<file path="src/include/sfr_bank_pkg.sv">
package sfr_bank_pkg;

    // Byte offsets inside the special function register window
    localparam logic [3:0] ADDR_IRQ_EN_ONE = 4'h0;
    localparam logic [3:0] ADDR_IRQ_EN_TWO = 4'h1;
    localparam logic [3:0] ADDR_IRQ_FLAG_ONE = 4'h2;
    localparam logic [3:0] ADDR_IRQ_FLAG_TWO = 4'h3;
    localparam logic [3:0] ADDR_MOD_EN_ONE = 4'h4;
    localparam logic [3:0] ADDR_MOD_EN_TWO = 4'h5;

    // Bit positions, byte one
    localparam int BIT_WATCHDOG = 0;
    localparam int BIT_OSC_FAULT = 1;
    localparam int BIT_NMI = 4;
    localparam int BIT_FLASH_VIOL = 5;
    localparam int BIT_SERIAL0_RX = 6;
    localparam int BIT_SERIAL0_TX = 7;
    // Bit positions, byte two
    localparam int BIT_SERIAL1_RX = 4;
    localparam int BIT_SERIAL1_TX = 5;
    localparam int BIT_BASIC_TIMER = 7;

    // Implemented bits of each register; all other bits hold nothing
    localparam logic [7:0] MASK_IRQ_EN_ONE = 8'hf3;
    localparam logic [7:0] MASK_IRQ_EN_TWO = 8'hb0;
    localparam logic [7:0] MASK_IRQ_FLAG_ONE = 8'hd3;
    localparam logic [7:0] MASK_IRQ_FLAG_TWO = 8'hb0;
    localparam logic [7:0] MASK_MOD_EN_ONE = 8'hc0;
    localparam logic [7:0] MASK_MOD_EN_TWO = 8'h30;

    // Bits touched by power-up clear, and the values they take
    localparam logic [7:0] CLR_MASK_FLAG_ONE = 8'hd2;
    localparam logic [7:0] CLR_VAL_FLAG_ONE = 8'h82;
    localparam logic [7:0] CLR_MASK_FLAG_TWO = 8'h30;
    localparam logic [7:0] CLR_VAL_FLAG_TWO = 8'h20;
    localparam logic [7:0] CLR_VAL_ENABLE = 8'h00;
    // Values after power-on reset
    localparam logic [7:0] POR_VAL_FLAG_ONE = 8'h82;
    localparam logic [7:0] POR_VAL_FLAG_TWO = 8'h20;
    localparam logic [7:0] POR_VAL_ENABLE = 8'h00;

    // Flash organisation
    localparam logic [15:0] SEG_MAIN_BYTES = 16'h0200;
    localparam logic [15:0] SEG_INFO_BYTES = 16'h0080;
    localparam logic [15:0] INFO_BASE = 16'h1000;
    localparam logic [15:0] INFO_END = 16'h10ff;
    localparam logic [15:0] MAIN_END = 16'hffff;
    localparam logic [15:0] MAIN_BASE_DEFAULT = 16'h1100;

    typedef enum logic [2:0] {
        ERASE_SEGMENT = 3'b001,
        ERASE_MAIN_ALL = 3'b010,
        ERASE_ALL = 3'b100
    } erase_mode_e;

    typedef struct packed {
        logic sel;
        logic wr;
        logic rd;
        logic [3:0] addr;
        logic [7:0] wdata;
    } sfr_bus_req_s;

    typedef struct packed {
        logic watchdog_overflow;
        logic key_violation;
        logic osc_fault;
        logic nmi_event;
        logic serial0_rx;
        logic serial0_tx;
        logic serial1_rx;
        logic serial1_tx;
        logic basic_timer;
    } sfr_events_s;

    typedef struct packed {
        logic watchdog;
        logic osc_fault;
        logic nmi;
        logic flash_violation;
        logic serial0_rx;
        logic serial0_tx;
        logic serial1_rx;
        logic serial1_tx;
        logic basic_timer;
    } sfr_irq_s;

    typedef struct packed {
        logic serial0_async_tx_en;
        logic serial0_rx_or_sync_en;
        logic serial1_async_tx_en;
        logic serial1_rx_or_sync_en;
    } sfr_module_en_s;

endpackage

</file>
<file path="src/core/special_function_register_bank.sv">
`timescale 1ns/1ps
module special_function_register_bank
    import sfr_bank_pkg::*;
#(
    parameter logic [15:0] MAIN_BASE = MAIN_BASE_DEFAULT
) (
    input wire logic i_mclk,                       // System clock
    input wire logic i_rst_b,                      // Power-on reset, active low
    input wire logic i_power_up_clear,             // Power-up clear, synchronous
    input wire logic i_rst_pin_reset,              // Reset seen on the reset/NMI pin in reset mode
    input wire sfr_bus_req_s i_bus,                // Peripheral bus byte access
    output logic [7:0] o_rdata,                    // Read data
    output logic o_rdata_valid,                    // Read data strobe
    input wire sfr_events_s i_events,              // Flag set events
    input wire logic i_wdt_interval_mode,          // Watchdog runs as interval timer
    input wire logic i_gie,                        // Global interrupt enable of the core
    input wire logic i_flash_violation_flag,       // Violation flag held in the flash module
    output sfr_irq_s o_irq,                        // Interrupt requests
    output sfr_module_en_s o_module_en,            // Serial module enables
    input wire logic i_erase_req,                  // Erase request pulse
    input wire erase_mode_e i_erase_mode,          // Erase kind
    input wire logic [15:0] i_erase_addr,          // Address inside the target segment
    output logic o_erase_go,                       // Erase accepted pulse
    output logic o_erase_reject,                   // Erase refused pulse
    output logic [15:0] o_erase_lo,                // First byte to erase
    output logic [15:0] o_erase_hi,                // Last byte to erase
    input wire logic i_prog_req,                   // Program write pulse
    input wire logic i_prog_word,                  // Word write when high, byte when low
    input wire logic [15:0] i_prog_addr,           // Program byte address
    input wire logic [15:0] i_prog_data,           // Program data
    output logic o_prog_go,                        // Program accepted pulse
    output logic o_prog_reject,                    // Program refused pulse
    output logic [15:0] o_prog_addr,               // Word address of the write
    output logic [15:0] o_prog_data,               // Data aligned to its lanes
    output logic [1:0] o_prog_be                   // Byte lanes written
);

    logic [7:0] irq_en_one_reg;
    logic [7:0] irq_en_one_next;
    logic [7:0] irq_en_two_reg;
    logic [7:0] irq_en_two_next;
    logic [7:0] flag_one_reg;
    logic [7:0] flag_one_next;
    logic [7:0] flag_two_reg;
    logic [7:0] flag_two_next;
    logic [7:0] mod_en_one_reg;
    logic [7:0] mod_en_one_next;
    logic [7:0] mod_en_two_reg;
    logic [7:0] mod_en_two_next;
    logic [7:0] rdata_reg;
    logic [7:0] rdata_next;
    logic rdata_valid_reg;
    logic rdata_valid_next;
    sfr_irq_s irq_reg;
    sfr_irq_s irq_next;
    logic wr_en;
    logic [7:0] set_one;
    logic [7:0] set_two;

    assign wr_en = i_bus.sel & i_bus.wr;

    // Hardware set events, gathered per flag byte
    always_comb begin
        set_one = 8'h00;
        set_two = 8'h00;
        set_one[BIT_WATCHDOG] = i_events.watchdog_overflow | i_events.key_violation;
        set_one[BIT_OSC_FAULT] = i_events.osc_fault;
        set_one[BIT_NMI] = i_events.nmi_event;
        set_one[BIT_SERIAL0_RX] = i_events.serial0_rx;
        set_one[BIT_SERIAL0_TX] = i_events.serial0_tx;
        set_two[BIT_SERIAL1_RX] = i_events.serial1_rx;
        set_two[BIT_SERIAL1_TX] = i_events.serial1_tx;
        set_two[BIT_BASIC_TIMER] = i_events.basic_timer;
    end

    // Next values: bus write, then pin reset, then power-up clear; hardware sets win last
    always_comb begin
        irq_en_one_next = irq_en_one_reg;
        irq_en_two_next = irq_en_two_reg;
        flag_one_next = flag_one_reg;
        flag_two_next = flag_two_reg;
        mod_en_one_next = mod_en_one_reg;
        mod_en_two_next = mod_en_two_reg;
        if (wr_en) begin
            if (i_bus.addr == ADDR_IRQ_EN_ONE) begin
                irq_en_one_next = i_bus.wdata;
            end else if (i_bus.addr == ADDR_IRQ_EN_TWO) begin
                irq_en_two_next = i_bus.wdata;
            end else if (i_bus.addr == ADDR_IRQ_FLAG_ONE) begin
                flag_one_next = i_bus.wdata;
            end else if (i_bus.addr == ADDR_IRQ_FLAG_TWO) begin
                flag_two_next = i_bus.wdata;
            end else if (i_bus.addr == ADDR_MOD_EN_ONE) begin
                mod_en_one_next = i_bus.wdata;
            end else if (i_bus.addr == ADDR_MOD_EN_TWO) begin
                mod_en_two_next = i_bus.wdata;
            end
        end
        // The watchdog flag survives power-up clear; of the two clear inputs only the pin reset clears it here
        if (i_rst_pin_reset) begin
            flag_one_next[BIT_WATCHDOG] = 1'b0;
        end
        if (i_power_up_clear) begin
            irq_en_one_next = CLR_VAL_ENABLE;
            irq_en_two_next = CLR_VAL_ENABLE;
            mod_en_one_next = CLR_VAL_ENABLE;
            mod_en_two_next = CLR_VAL_ENABLE;
            flag_one_next = (flag_one_next & ~CLR_MASK_FLAG_ONE) | CLR_VAL_FLAG_ONE;
            flag_two_next = (flag_two_next & ~CLR_MASK_FLAG_TWO) | CLR_VAL_FLAG_TWO;
        end
        // An event in the same cycle as a software clear is kept
        flag_one_next = flag_one_next | set_one;
        flag_two_next = flag_two_next | set_two;
        // Unassigned positions are forced to zero, so no storage is built for them
        irq_en_one_next = irq_en_one_next & MASK_IRQ_EN_ONE;
        irq_en_two_next = irq_en_two_next & MASK_IRQ_EN_TWO;
        flag_one_next = flag_one_next & MASK_IRQ_FLAG_ONE;
        flag_two_next = flag_two_next & MASK_IRQ_FLAG_TWO;
        mod_en_one_next = mod_en_one_next & MASK_MOD_EN_ONE;
        mod_en_two_next = mod_en_two_next & MASK_MOD_EN_TWO;
    end

    // Power-on reset gives every bit its value, including the parenthesised ones
    always_ff @(posedge i_mclk or negedge i_rst_b) begin
        if (!i_rst_b) begin
            irq_en_one_reg <= POR_VAL_ENABLE;
            irq_en_two_reg <= POR_VAL_ENABLE;
            flag_one_reg <= POR_VAL_FLAG_ONE;
            flag_two_reg <= POR_VAL_FLAG_TWO;
            mod_en_one_reg <= POR_VAL_ENABLE;
            mod_en_two_reg <= POR_VAL_ENABLE;
        end else begin
            irq_en_one_reg <= irq_en_one_next;
            irq_en_two_reg <= irq_en_two_next;
            flag_one_reg <= flag_one_next;
            flag_two_reg <= flag_two_next;
            mod_en_one_reg <= mod_en_one_next;
            mod_en_two_reg <= mod_en_two_next;
        end
    end

    // Read mux; offsets 06h to 0Fh are unmapped and read zero
    always_comb begin
        rdata_next = 8'h00;
        rdata_valid_next = i_bus.sel & i_bus.rd;
        if (i_bus.sel & i_bus.rd) begin
            if (i_bus.addr == ADDR_IRQ_EN_ONE) begin
                rdata_next = irq_en_one_reg;
            end else if (i_bus.addr == ADDR_IRQ_EN_TWO) begin
                rdata_next = irq_en_two_reg;
            end else if (i_bus.addr == ADDR_IRQ_FLAG_ONE) begin
                rdata_next = flag_one_reg;
            end else if (i_bus.addr == ADDR_IRQ_FLAG_TWO) begin
                rdata_next = flag_two_reg;
            end else if (i_bus.addr == ADDR_MOD_EN_ONE) begin
                rdata_next = mod_en_one_reg;
            end else if (i_bus.addr == ADDR_MOD_EN_TWO) begin
                rdata_next = mod_en_two_reg;
            end
        end
    end

    always_ff @(posedge i_mclk or negedge i_rst_b) begin
        if (!i_rst_b) begin
            rdata_reg <= 8'h00;
            rdata_valid_reg <= 1'b0;
        end else begin
            rdata_reg <= rdata_next;
            rdata_valid_reg <= rdata_valid_next;
        end
    end

    // Interrupt requests; the first three ignore the global enable by design
    always_comb begin
        irq_next.nmi = irq_en_one_reg[BIT_NMI] & flag_one_reg[BIT_NMI];
        irq_next.osc_fault = irq_en_one_reg[BIT_OSC_FAULT] & flag_one_reg[BIT_OSC_FAULT];
        irq_next.flash_violation = irq_en_one_reg[BIT_FLASH_VIOL] & i_flash_violation_flag;
        irq_next.watchdog = i_gie & i_wdt_interval_mode
            & irq_en_one_reg[BIT_WATCHDOG] & flag_one_reg[BIT_WATCHDOG];
        irq_next.serial0_rx = i_gie & irq_en_one_reg[BIT_SERIAL0_RX] & flag_one_reg[BIT_SERIAL0_RX];
        irq_next.serial0_tx = i_gie & irq_en_one_reg[BIT_SERIAL0_TX] & flag_one_reg[BIT_SERIAL0_TX];
        irq_next.serial1_rx = i_gie & irq_en_two_reg[BIT_SERIAL1_RX] & flag_two_reg[BIT_SERIAL1_RX];
        irq_next.serial1_tx = i_gie & irq_en_two_reg[BIT_SERIAL1_TX] & flag_two_reg[BIT_SERIAL1_TX];
        irq_next.basic_timer = i_gie & irq_en_two_reg[BIT_BASIC_TIMER] & flag_two_reg[BIT_BASIC_TIMER];
    end

    always_ff @(posedge i_mclk or negedge i_rst_b) begin
        if (!i_rst_b) begin
            irq_reg <= '0;
        end else begin
            irq_reg <= irq_next;
        end
    end

    // Flash erase range: segments are aligned, so masking the address finds the base
    logic in_info;
    logic in_main;
    logic erase_go_reg;
    logic erase_go_next;
    logic erase_reject_reg;
    logic erase_reject_next;
    logic [15:0] erase_lo_reg;
    logic [15:0] erase_lo_next;
    logic [15:0] erase_hi_reg;
    logic [15:0] erase_hi_next;

    assign in_info = (i_erase_addr >= INFO_BASE) && (i_erase_addr <= INFO_END);
    assign in_main = (i_erase_addr >= MAIN_BASE);

    always_comb begin
        erase_go_next = 1'b0;
        erase_reject_next = 1'b0;
        erase_lo_next = erase_lo_reg;
        erase_hi_next = erase_hi_reg;
        if (i_erase_req) begin
            case (i_erase_mode)
                ERASE_SEGMENT: begin
                    if (in_info) begin
                        erase_lo_next = i_erase_addr & ~(SEG_INFO_BYTES - 16'h0001);
                        erase_hi_next = erase_lo_next + (SEG_INFO_BYTES - 16'h0001);
                        erase_go_next = 1'b1;
                    end else if (in_main) begin
                        erase_lo_next = i_erase_addr & ~(SEG_MAIN_BYTES - 16'h0001);
                        erase_hi_next = erase_lo_next + (SEG_MAIN_BYTES - 16'h0001);
                        erase_go_next = 1'b1;
                    end else begin
                        erase_reject_next = 1'b1;
                    end
                end
                ERASE_MAIN_ALL: begin
                    erase_lo_next = MAIN_BASE;
                    erase_hi_next = MAIN_END;
                    erase_go_next = 1'b1;
                end
                ERASE_ALL: begin
                    // Info segments only go together with all of main, never alone as a pair
                    erase_lo_next = INFO_BASE;
                    erase_hi_next = MAIN_END;
                    erase_go_next = 1'b1;
                end
                default: begin
                    erase_reject_next = 1'b1;
                end
            endcase
        end
    end

    always_ff @(posedge i_mclk or negedge i_rst_b) begin
        if (!i_rst_b) begin
            erase_go_reg <= 1'b0;
            erase_reject_reg <= 1'b0;
            erase_lo_reg <= 16'h0000;
            erase_hi_reg <= 16'h0000;
        end else begin
            erase_go_reg <= erase_go_next;
            erase_reject_reg <= erase_reject_next;
            erase_lo_reg <= erase_lo_next;
            erase_hi_reg <= erase_hi_next;
        end
    end

    // Program write: one byte or one aligned word per request, nothing wider
    logic prog_in_flash;
    logic prog_go_reg;
    logic prog_go_next;
    logic prog_reject_reg;
    logic prog_reject_next;
    logic [15:0] prog_addr_reg;
    logic [15:0] prog_addr_next;
    logic [15:0] prog_data_reg;
    logic [15:0] prog_data_next;
    logic [1:0] prog_be_reg;
    logic [1:0] prog_be_next;

    assign prog_in_flash = ((i_prog_addr >= INFO_BASE) && (i_prog_addr <= INFO_END)) || (i_prog_addr >= MAIN_BASE);

    always_comb begin
        prog_go_next = 1'b0;
        prog_reject_next = 1'b0;
        prog_addr_next = prog_addr_reg;
        prog_data_next = prog_data_reg;
        prog_be_next = prog_be_reg;
        if (i_prog_req) begin
            // A word at an odd address would span two words, so it is refused
            if (!prog_in_flash || (i_prog_word && i_prog_addr[0])) begin
                prog_reject_next = 1'b1;
            end else begin
                prog_go_next = 1'b1;
                prog_addr_next = {i_prog_addr[15:1], 1'b0};
                if (i_prog_word) begin
                    prog_data_next = i_prog_data;
                    prog_be_next = 2'b11;
                end else if (i_prog_addr[0]) begin
                    prog_data_next = {i_prog_data[7:0], 8'h00};
                    prog_be_next = 2'b10;
                end else begin
                    prog_data_next = {8'h00, i_prog_data[7:0]};
                    prog_be_next = 2'b01;
                end
            end
        end
    end

    always_ff @(posedge i_mclk or negedge i_rst_b) begin
        if (!i_rst_b) begin
            prog_go_reg <= 1'b0;
            prog_reject_reg <= 1'b0;
            prog_addr_reg <= 16'h0000;
            prog_data_reg <= 16'h0000;
            prog_be_reg <= 2'b00;
        end else begin
            prog_go_reg <= prog_go_next;
            prog_reject_reg <= prog_reject_next;
            prog_addr_reg <= prog_addr_next;
            prog_data_reg <= prog_data_next;
            prog_be_reg <= prog_be_next;
        end
    end

    // Outputs straight from flip-flops
    assign o_rdata = rdata_reg;
    assign o_rdata_valid = rdata_valid_reg;
    assign o_irq = irq_reg;
    assign o_module_en.serial0_async_tx_en = mod_en_one_reg[BIT_SERIAL0_TX];
    assign o_module_en.serial0_rx_or_sync_en = mod_en_one_reg[BIT_SERIAL0_RX];
    assign o_module_en.serial1_async_tx_en = mod_en_two_reg[BIT_SERIAL1_TX];
    assign o_module_en.serial1_rx_or_sync_en = mod_en_two_reg[BIT_SERIAL1_RX];
    assign o_erase_go = erase_go_reg;
    assign o_erase_reject = erase_reject_reg;
    assign o_erase_lo = erase_lo_reg;
    assign o_erase_hi = erase_hi_reg;
    assign o_prog_go = prog_go_reg;
    assign o_prog_reject = prog_reject_reg;
    assign o_prog_addr = prog_addr_reg;
    assign o_prog_data = prog_data_reg;
    assign o_prog_be = prog_be_reg;

endmodule

</file>
<file path="config.mk">
export PLATFORM = sky130hd
export DESIGN_NAME = special_function_register_bank
export DESIGN_NICKNAME = d
export VERILOG_FILES = /design/src/include/sfr_bank_pkg.sv /design/src/core/special_function_register_bank.sv
export SDC_FILE = /design/constraint.sdc
export NUM_CORES = 1
export LEC_CHECK = 0
export ABC_AREA = 0
export BUFFER_PORTS_ARGS = -buffer_cell sky130_fd_sc_hd__buf_2
export CAP_MARGIN = 30
export CORE_MARGIN = 1
export CORE_UTILIZATION = 43
export DETAILED_ROUTE_END_ITERATION = 8
export PLACE_DENSITY = 0.84
export SETUP_SLACK_MARGIN = 0.1
export SYNTH_ARGS = -nofsm -noshare
export SYNTH_HDL_FRONTEND = slang
export SYNTH_SLANG_ARGS = --single-unit
</file>
<file path="constraint.sdc">
create_clock -name i_mclk -period 1.1 [get_ports i_mclk]
set_input_delay 0.165 -clock i_mclk [delete_from_list [all_inputs] [get_ports i_mclk]]
set_output_delay 0.165 -clock i_mclk [all_outputs]
set_load 0.01 [all_outputs]
</file>
==> flow_summary.yaml, run 1 <==
power_and_ir_drop:
  p_per_area_mw_per_mm2: 1290
  finalPower_mw: 8.53
  p_leak_nw: 3.42
  ir_drop_mv: 0.773
cts:
  clockRootBuffer: "clkbuf_8"
  clockBufferDepth: 2
  clk_pin_slew_worst_paths_ps: 90
  clock_sinks: 92
  h-tree-depth: 3
  clk_latency_ps: 350
  numCtsBuffers: 9
  tritoncts: "built"
critical_path:
  cp.buffers_inverters: 2
  cpPeakStageDelay_ps: 550
  worstPathArrival_ps: 1440
  worst_setup_path_start_kind: "input port"
  worstPathRequired_ps: 1350
  crit_family: "simple AND/OR/NAND/NOR gates"
  endpoint_kind: "register"
  critical_path_class: "in -> reg"
  r2r_cells: 4
  regToRegStartpoint: "flag_one_reg[7]"
  critical_path.cell_chain: "buf_6 > or4_4 > nand3_4 > buf_12 > mux2_4"
  rr_endpoint: "o_rdata[7]"
  rrSetupSlack_ps: -20
  cpMaxStageDelayCell: "or4_4"
  critPathMaxFanout: 9
timing:
  fin_crit_sh_pct: 109
  setup_violations: 35
  hold_viol_final: 0
  skew_ps: 7.85
  rsz0062_at_grt: "true"
  max_freq_ghz: 0.835
  layout_setup_ws_ps: -97.3
  min_period_ps: 1200
  drv_slew: 0
die:
  start_util_pct: 45.4
  coreArea_mm2: 0.00889
  rows: 34
  fp.dieW_um: 98.9
  die_area_mm2: 0.00978
  chipHeight_um: 98.9
  ios: 177
min_path:
  hold_end: "flag_one_reg[0]"
  hold_start: "i_events[8]"
  hold_path_depth: 3
  hold_path.class: "in -> reg"
synth:
  ys_ff_latch: 92
  synthSimpleGateAreaFrac_pct: 15.2
  synth_cells: 363
  async_reset_ff_share_pct: 100
  yosys-mux-area-fraction_pct: 10.7
  synth_warnings: 0
  synth_top_family_by_area: "simple AND/OR/NAND/NOR gates"
  ys_seq_area_share_pct: 57.1
  synth_compound_area_share_pct: 9.98
  synth_edf_count: 0
  netlist_area_mm2: 0.00404
  synth-xor-area-share_pct: 0.217
  synth.avg_cell_area_um2: 11.1
  synthFlopType: "dfrtp_1"
  synth_cell_types: 52
  synthAdderAreaFrac_pct: 0
job:
  max_cap_violations: 0
global_routing:
  track_usage_pct: 24.4
  antenna_found_initial: 0
  grt_start_max_net_pins: 37
  grt_pass1_wl_mm: 18.5
  first_global_vias: 3826
  overflow: 0
finish:
  largest_register_ffs: 16
  nNetsFinal: 710
  diodes: 0
  final_common_cell: "buf_2"
  area.growth.synth_to_final_pct: 64.2
  final_cell_mix: "119 x buf_2, 99 x buf_4, 88 x dfrtp_1"
  drive_above_1_share_pct: 57.5
routing:
  ant_nets: 0
  avgViaCountPerCell: 5.26
  drt_iter0_drc: 102
  drcViolationCount: 0
  via_count: 3880
  drt-wirelength-per-cell_um: 17.9
  dr.pass1.iters: 7
  wirelength_mm: 13.2
outcome:
  status: "complete, but fails checks"
  violations: "negative setup slack"
placement:
  dp_hpwl_mm: 8.19
  place.gp.congestion: 0.913
  place_ws_ps: -505
  io_buffers: 157
==> kinds of logic (layout without fill, tap and decap cells) <==
| logic type | count (synthesis) | in the layout |
|---|---|---|
| compound gates | 62 | 62 |
| buf+inv | 49 | 307 |
| mux | 41 | 41 |
| flops | 92 | 92 |
| xor+xnor | 1 | 1 |
| other cells | 1 | 10 |
| simple gates | 117 | 117 |
==> final cells by class <==
type                       count  area [um2]
inverter                      12        45.0
sequential                    92        2310
clock buffer                  11         141
clock inverter                 5        85.1
timing repair buffer         279        2100
tap                          108         135
fill                         554        2260
multi-input combinational    231        1820
==> power breakdown <==
part / switching [mW] / leakage (nW) / total [mW] / internal, mW
clock: 1.21 / 0.110 / 2.56 / 1.35
combinational: 0.960 / 2.17 / 2.15 / 1.19
sequential: 0.182 / 1.14 / 3.82 / 3.64
==> worst max path at each step <==
stage / to / slack, ps / from / cells past startpoint
after floorplan: irq_en_two_reg[4] / -320 / i_bus[11] / 6
after global placement: o_prog_addr[11] / -480 / i_prog_addr[15] / 4
after detailed placement: o_prog_addr[11] / -500 / i_prog_addr[15] / 4
after CTS: o_erase_hi[1] / -20 / o_erase_hi[6] / 1
after global routing: o_prog_addr[11] / -100 / i_prog_addr[13] / 5
final: o_prog_addr[11] / -100 / i_prog_addr[13] / 5
==> worst reg2reg max path: stages (launching register included) <==
cell and delay [ps]:
dfstp_2 550, a21o_1 110, o211ai_1 100, a211oi_2 190, a41o_1 120
==> synth_stat cells (all sizes together) (2+ instances only) <==
library cell   n  share of area, %
a211oi         3              0.56
a21o           3              0.56
a22oi          9               1.7
and2           3              0.46
and3           6              0.93
and4           2              0.43
buf           28               4.7
clkbuf         9              0.84
dfrtp         89                55
dfstp          3               2.0
inv           12               1.1
mux2          17               4.7
mux2i         24               5.9
nand2         37               3.4
nand3          8              0.99
nand3b         8               1.5
nor2          27               2.5
nor2b          3              0.46
nor3           5              0.74
nor4           6               1.2
nor4b          2              0.59
o211ai         2              0.37
o21a           7               1.3
o21ai         27               3.3
o21bai         3              0.56
or2            3              0.46
==> per-layer routing <==
metal,track usage [%],vias to the layer above,wire length [um]
li1,-,1762,-
met4,11.0,0,497
met1,27.2,1901,4880
met3,4.11,44,666
met5,0,-,0
met2,45.3,173,7190
==> per-stage QoR <==
step / instance area (um2) / hold slack (ps) / setup TNS (ps) / cells / util [%]
global placement: 5330 / 58.7 / -24710 / 653 / 59.9
global route: 6630 / 7.47 / -2540 / 738 / 74.6
floorplan: 4290 / -131 / -9270 / 372 / -
CTS: 6130 / 9.04 / -232 / 712 / 69.0
detailed placement: 5330 / 61.9 / -27020 / 653 / 59.9
finish: 6630 / 17.0 / -1600 / 738 / 74.6
==> timing repair <==
action,CTS,global route
endpoints found under the hold margin,94,0
gates resized for setup,54,63
buffers inserted,37,25
endpoints found under the setup margin,137,142
pin swaps,22,15
gates cloned,0,1
hold buffers,6,0
Note: power is estimated with default switching activity, not from simulation.
==> run 2, diff against run 1 <==
--- a/config.mk
+++ b/config.mk
@@ -12,6 +12,7 @@
 export CORE_UTILIZATION = 43
 export DETAILED_ROUTE_END_ITERATION = 8
 export PLACE_DENSITY = 0.84
+export RECOVER_POWER = 25
 export SETUP_SLACK_MARGIN = 0.1
 export SYNTH_ARGS = -nofsm -noshare
 export SYNTH_HDL_FRONTEND = slang
==> flow_summary.yaml, run 2 (same netlist as run 1, synthesis figures left out) <==
outcome:
  status: "complete, but fails checks"
  violations: "negative setup slack"
routing:
  drt_iter0_drc: 110
  ant_nets: 0
  dr.pass1.iters: 7
  via_count: 3892
  drt-wirelength-per-cell_um: 18.0
  avgViaCountPerCell: 5.27
  drcViolationCount: 0
  wirelength_mm: 13.3
placement:
  place.gp.congestion: 0.913
  place_ws_ps: -505
  dp.cells: 653
  place_area_mm2: 0.00533
  io_buffers: 157
  dp_hpwl_mm: 8.19
cts:
  clock_sinks: 92
  clk_pin_slew_worst_paths_ps: 90
  numCtsBuffers: 9
  tritoncts: "built"
  clockRootBuffer: "clkbuf_8"
  clockBufferDepth: 2
  clk_latency_ps: 350
  h-tree-depth: 3
critical_path:
  worstPathRequired_ps: 1340
  worstPathArrival_ps: 1440
  endpoint_kind: "register"
  critical_path_class: "in -> reg"
  critPathMaxFanout: 9
  worst_setup_path_start_kind: "input port"
power_and_ir_drop:
  net-switching-power_mw: 2.35
  ir_drop_mv: 0.773
  power_frac_clock_pct: 30.0
  p_per_area_mw_per_mm2: 1290
  finalPower_mw: 8.52
  internal_power_mw: 6.17
  seq_power_share_pct: 44.8
  p_comb_share_pct: 25.1
  p_leak_nw: 3.41
  swShare_pct: 27.6
global_routing:
  antenna_found_initial: 0
  overflow: 0
  grt_pass1_wl_mm: 18.5
  grt_start_max_net_pins: 37
  first_global_vias: 3826
  track_usage_pct: 24.4
timing:
  max_freq_ghz: 0.835
  drv_slew: 0
  hold_viol_final: 0
  final.setup.tns_ps: -1620
  layout_setup_ws_ps: -97.9
  skew_ps: 8.79
  hold_ws_ps: 20.9
  fin_crit_sh_pct: 109
  rsz0062_at_grt: "true"
  setup_violations: 35
  min_period_ps: 1200
die:
  fp.dieW_um: 98.9
  chipHeight_um: 98.9
  rows: 34
  ios: 177
  coreArea_mm2: 0.00889
  die_area_mm2: 0.00978
  start_util_pct: 45.4
finish:
  area.growth.synth_to_final_pct: 63.9
  final_cell_count_no_fill: 738
  fin_area_mm2: 0.00662
  num-fill-cells: 557
  final_common_cell: "buf_2"
  final_cell_mix: "119 x buf_2, 97 x buf_4, 88 x dfrtp_1"
  diodes: 0
  largest_register_ffs: 16
  drive_above_1_share_pct: 57.5
  fin_util_pct: 74.4
  nNetsFinal: 710
min_path:
  hold_path.class: "in -> reg"
job:
  max_cap_violations: 0
-- run 2: changes by cell type in the layout (fill, tap and decap cells not counted) --
cell and delta:
and2_1 -1, and2_0 +1, buf_12 -1, buf_4 -2
buf_6 +1, clkbuf_2 +2
-- run 2: power groups by stage --
stage / combinational, mW / clock (mW) / sequential [mW]
after global routing: 2.27 / 2.74 / 3.84
final: 2.14 / 2.56 / 3.82
after CTS: 1.75 / 2.59 / 3.79
after detailed placement: 1.38 / 0 / 3.85
after floorplan: 0.583 / 0 / 3.95
after global placement: 1.34 / 0 / 3.84
-- run 2: final cells by class --
| class | instances | area [um2] | share of cell area, % |
|---|---|---|---|
| flip-flops and latches | 92 | 2310 | 34.9 |
| repair buffers | 279 | 2090 | 31.5 |
| multi-input cells | 231 | 1820 | 27.5 |
| clock buffers | 11 | 141 | 2.14 |
| well taps | 108 | 135 | 2.04 |
| clock inverters | 5 | 85.1 | 1.29 |
| inverters | 12 | 45.0 | 0.681 |
-- run 2: final timing paths --
kind,slack (ps),end,cells after the start,from
hold / removal,20,flag_one_reg[0],3,i_events[8]
max in group asynchronous,80,flag_two_reg[5],3,i_rst_b
setup reg to reg,-40,o_rdata[7],4,flag_one_reg[7]
setup / recovery,-100,o_prog_addr[11],5,i_prog_addr[13]
min in group asynchronous,300,o_prog_data[11],2,i_rst_b
hold reg to reg,510,o_erase_hi[14],1,o_erase_hi[14]
-- run 2: repair_timing --
item / 4_1_cts / 5_1_grt
hold endpoints to repair: 94 / 0
resized for setup: 54 / 63
hold buffers: 6 / 0
setup buffers: 37 / 25
setup endpoints to repair: 137 / 142
cloned: 0 / 1
pin swaps: 22 / 15
-- run 2: critical path: stages --
cell and delay [ps]:
buf_6 100, or4_4 550, nand3_4 140, buf_12 170, mux2_4 310
-- run 2: layer usage --
metal / vias up / share of wire [%] / GRT usage (%)
met5: - / 0 / 0
li1: 1763 / - / -
met2: 178 / 54 / 45.3
met4: 0 / 3.9 / 11.0
met3: 46 / 5.0 / 4.11
met1: 1905 / 37 / 27.2
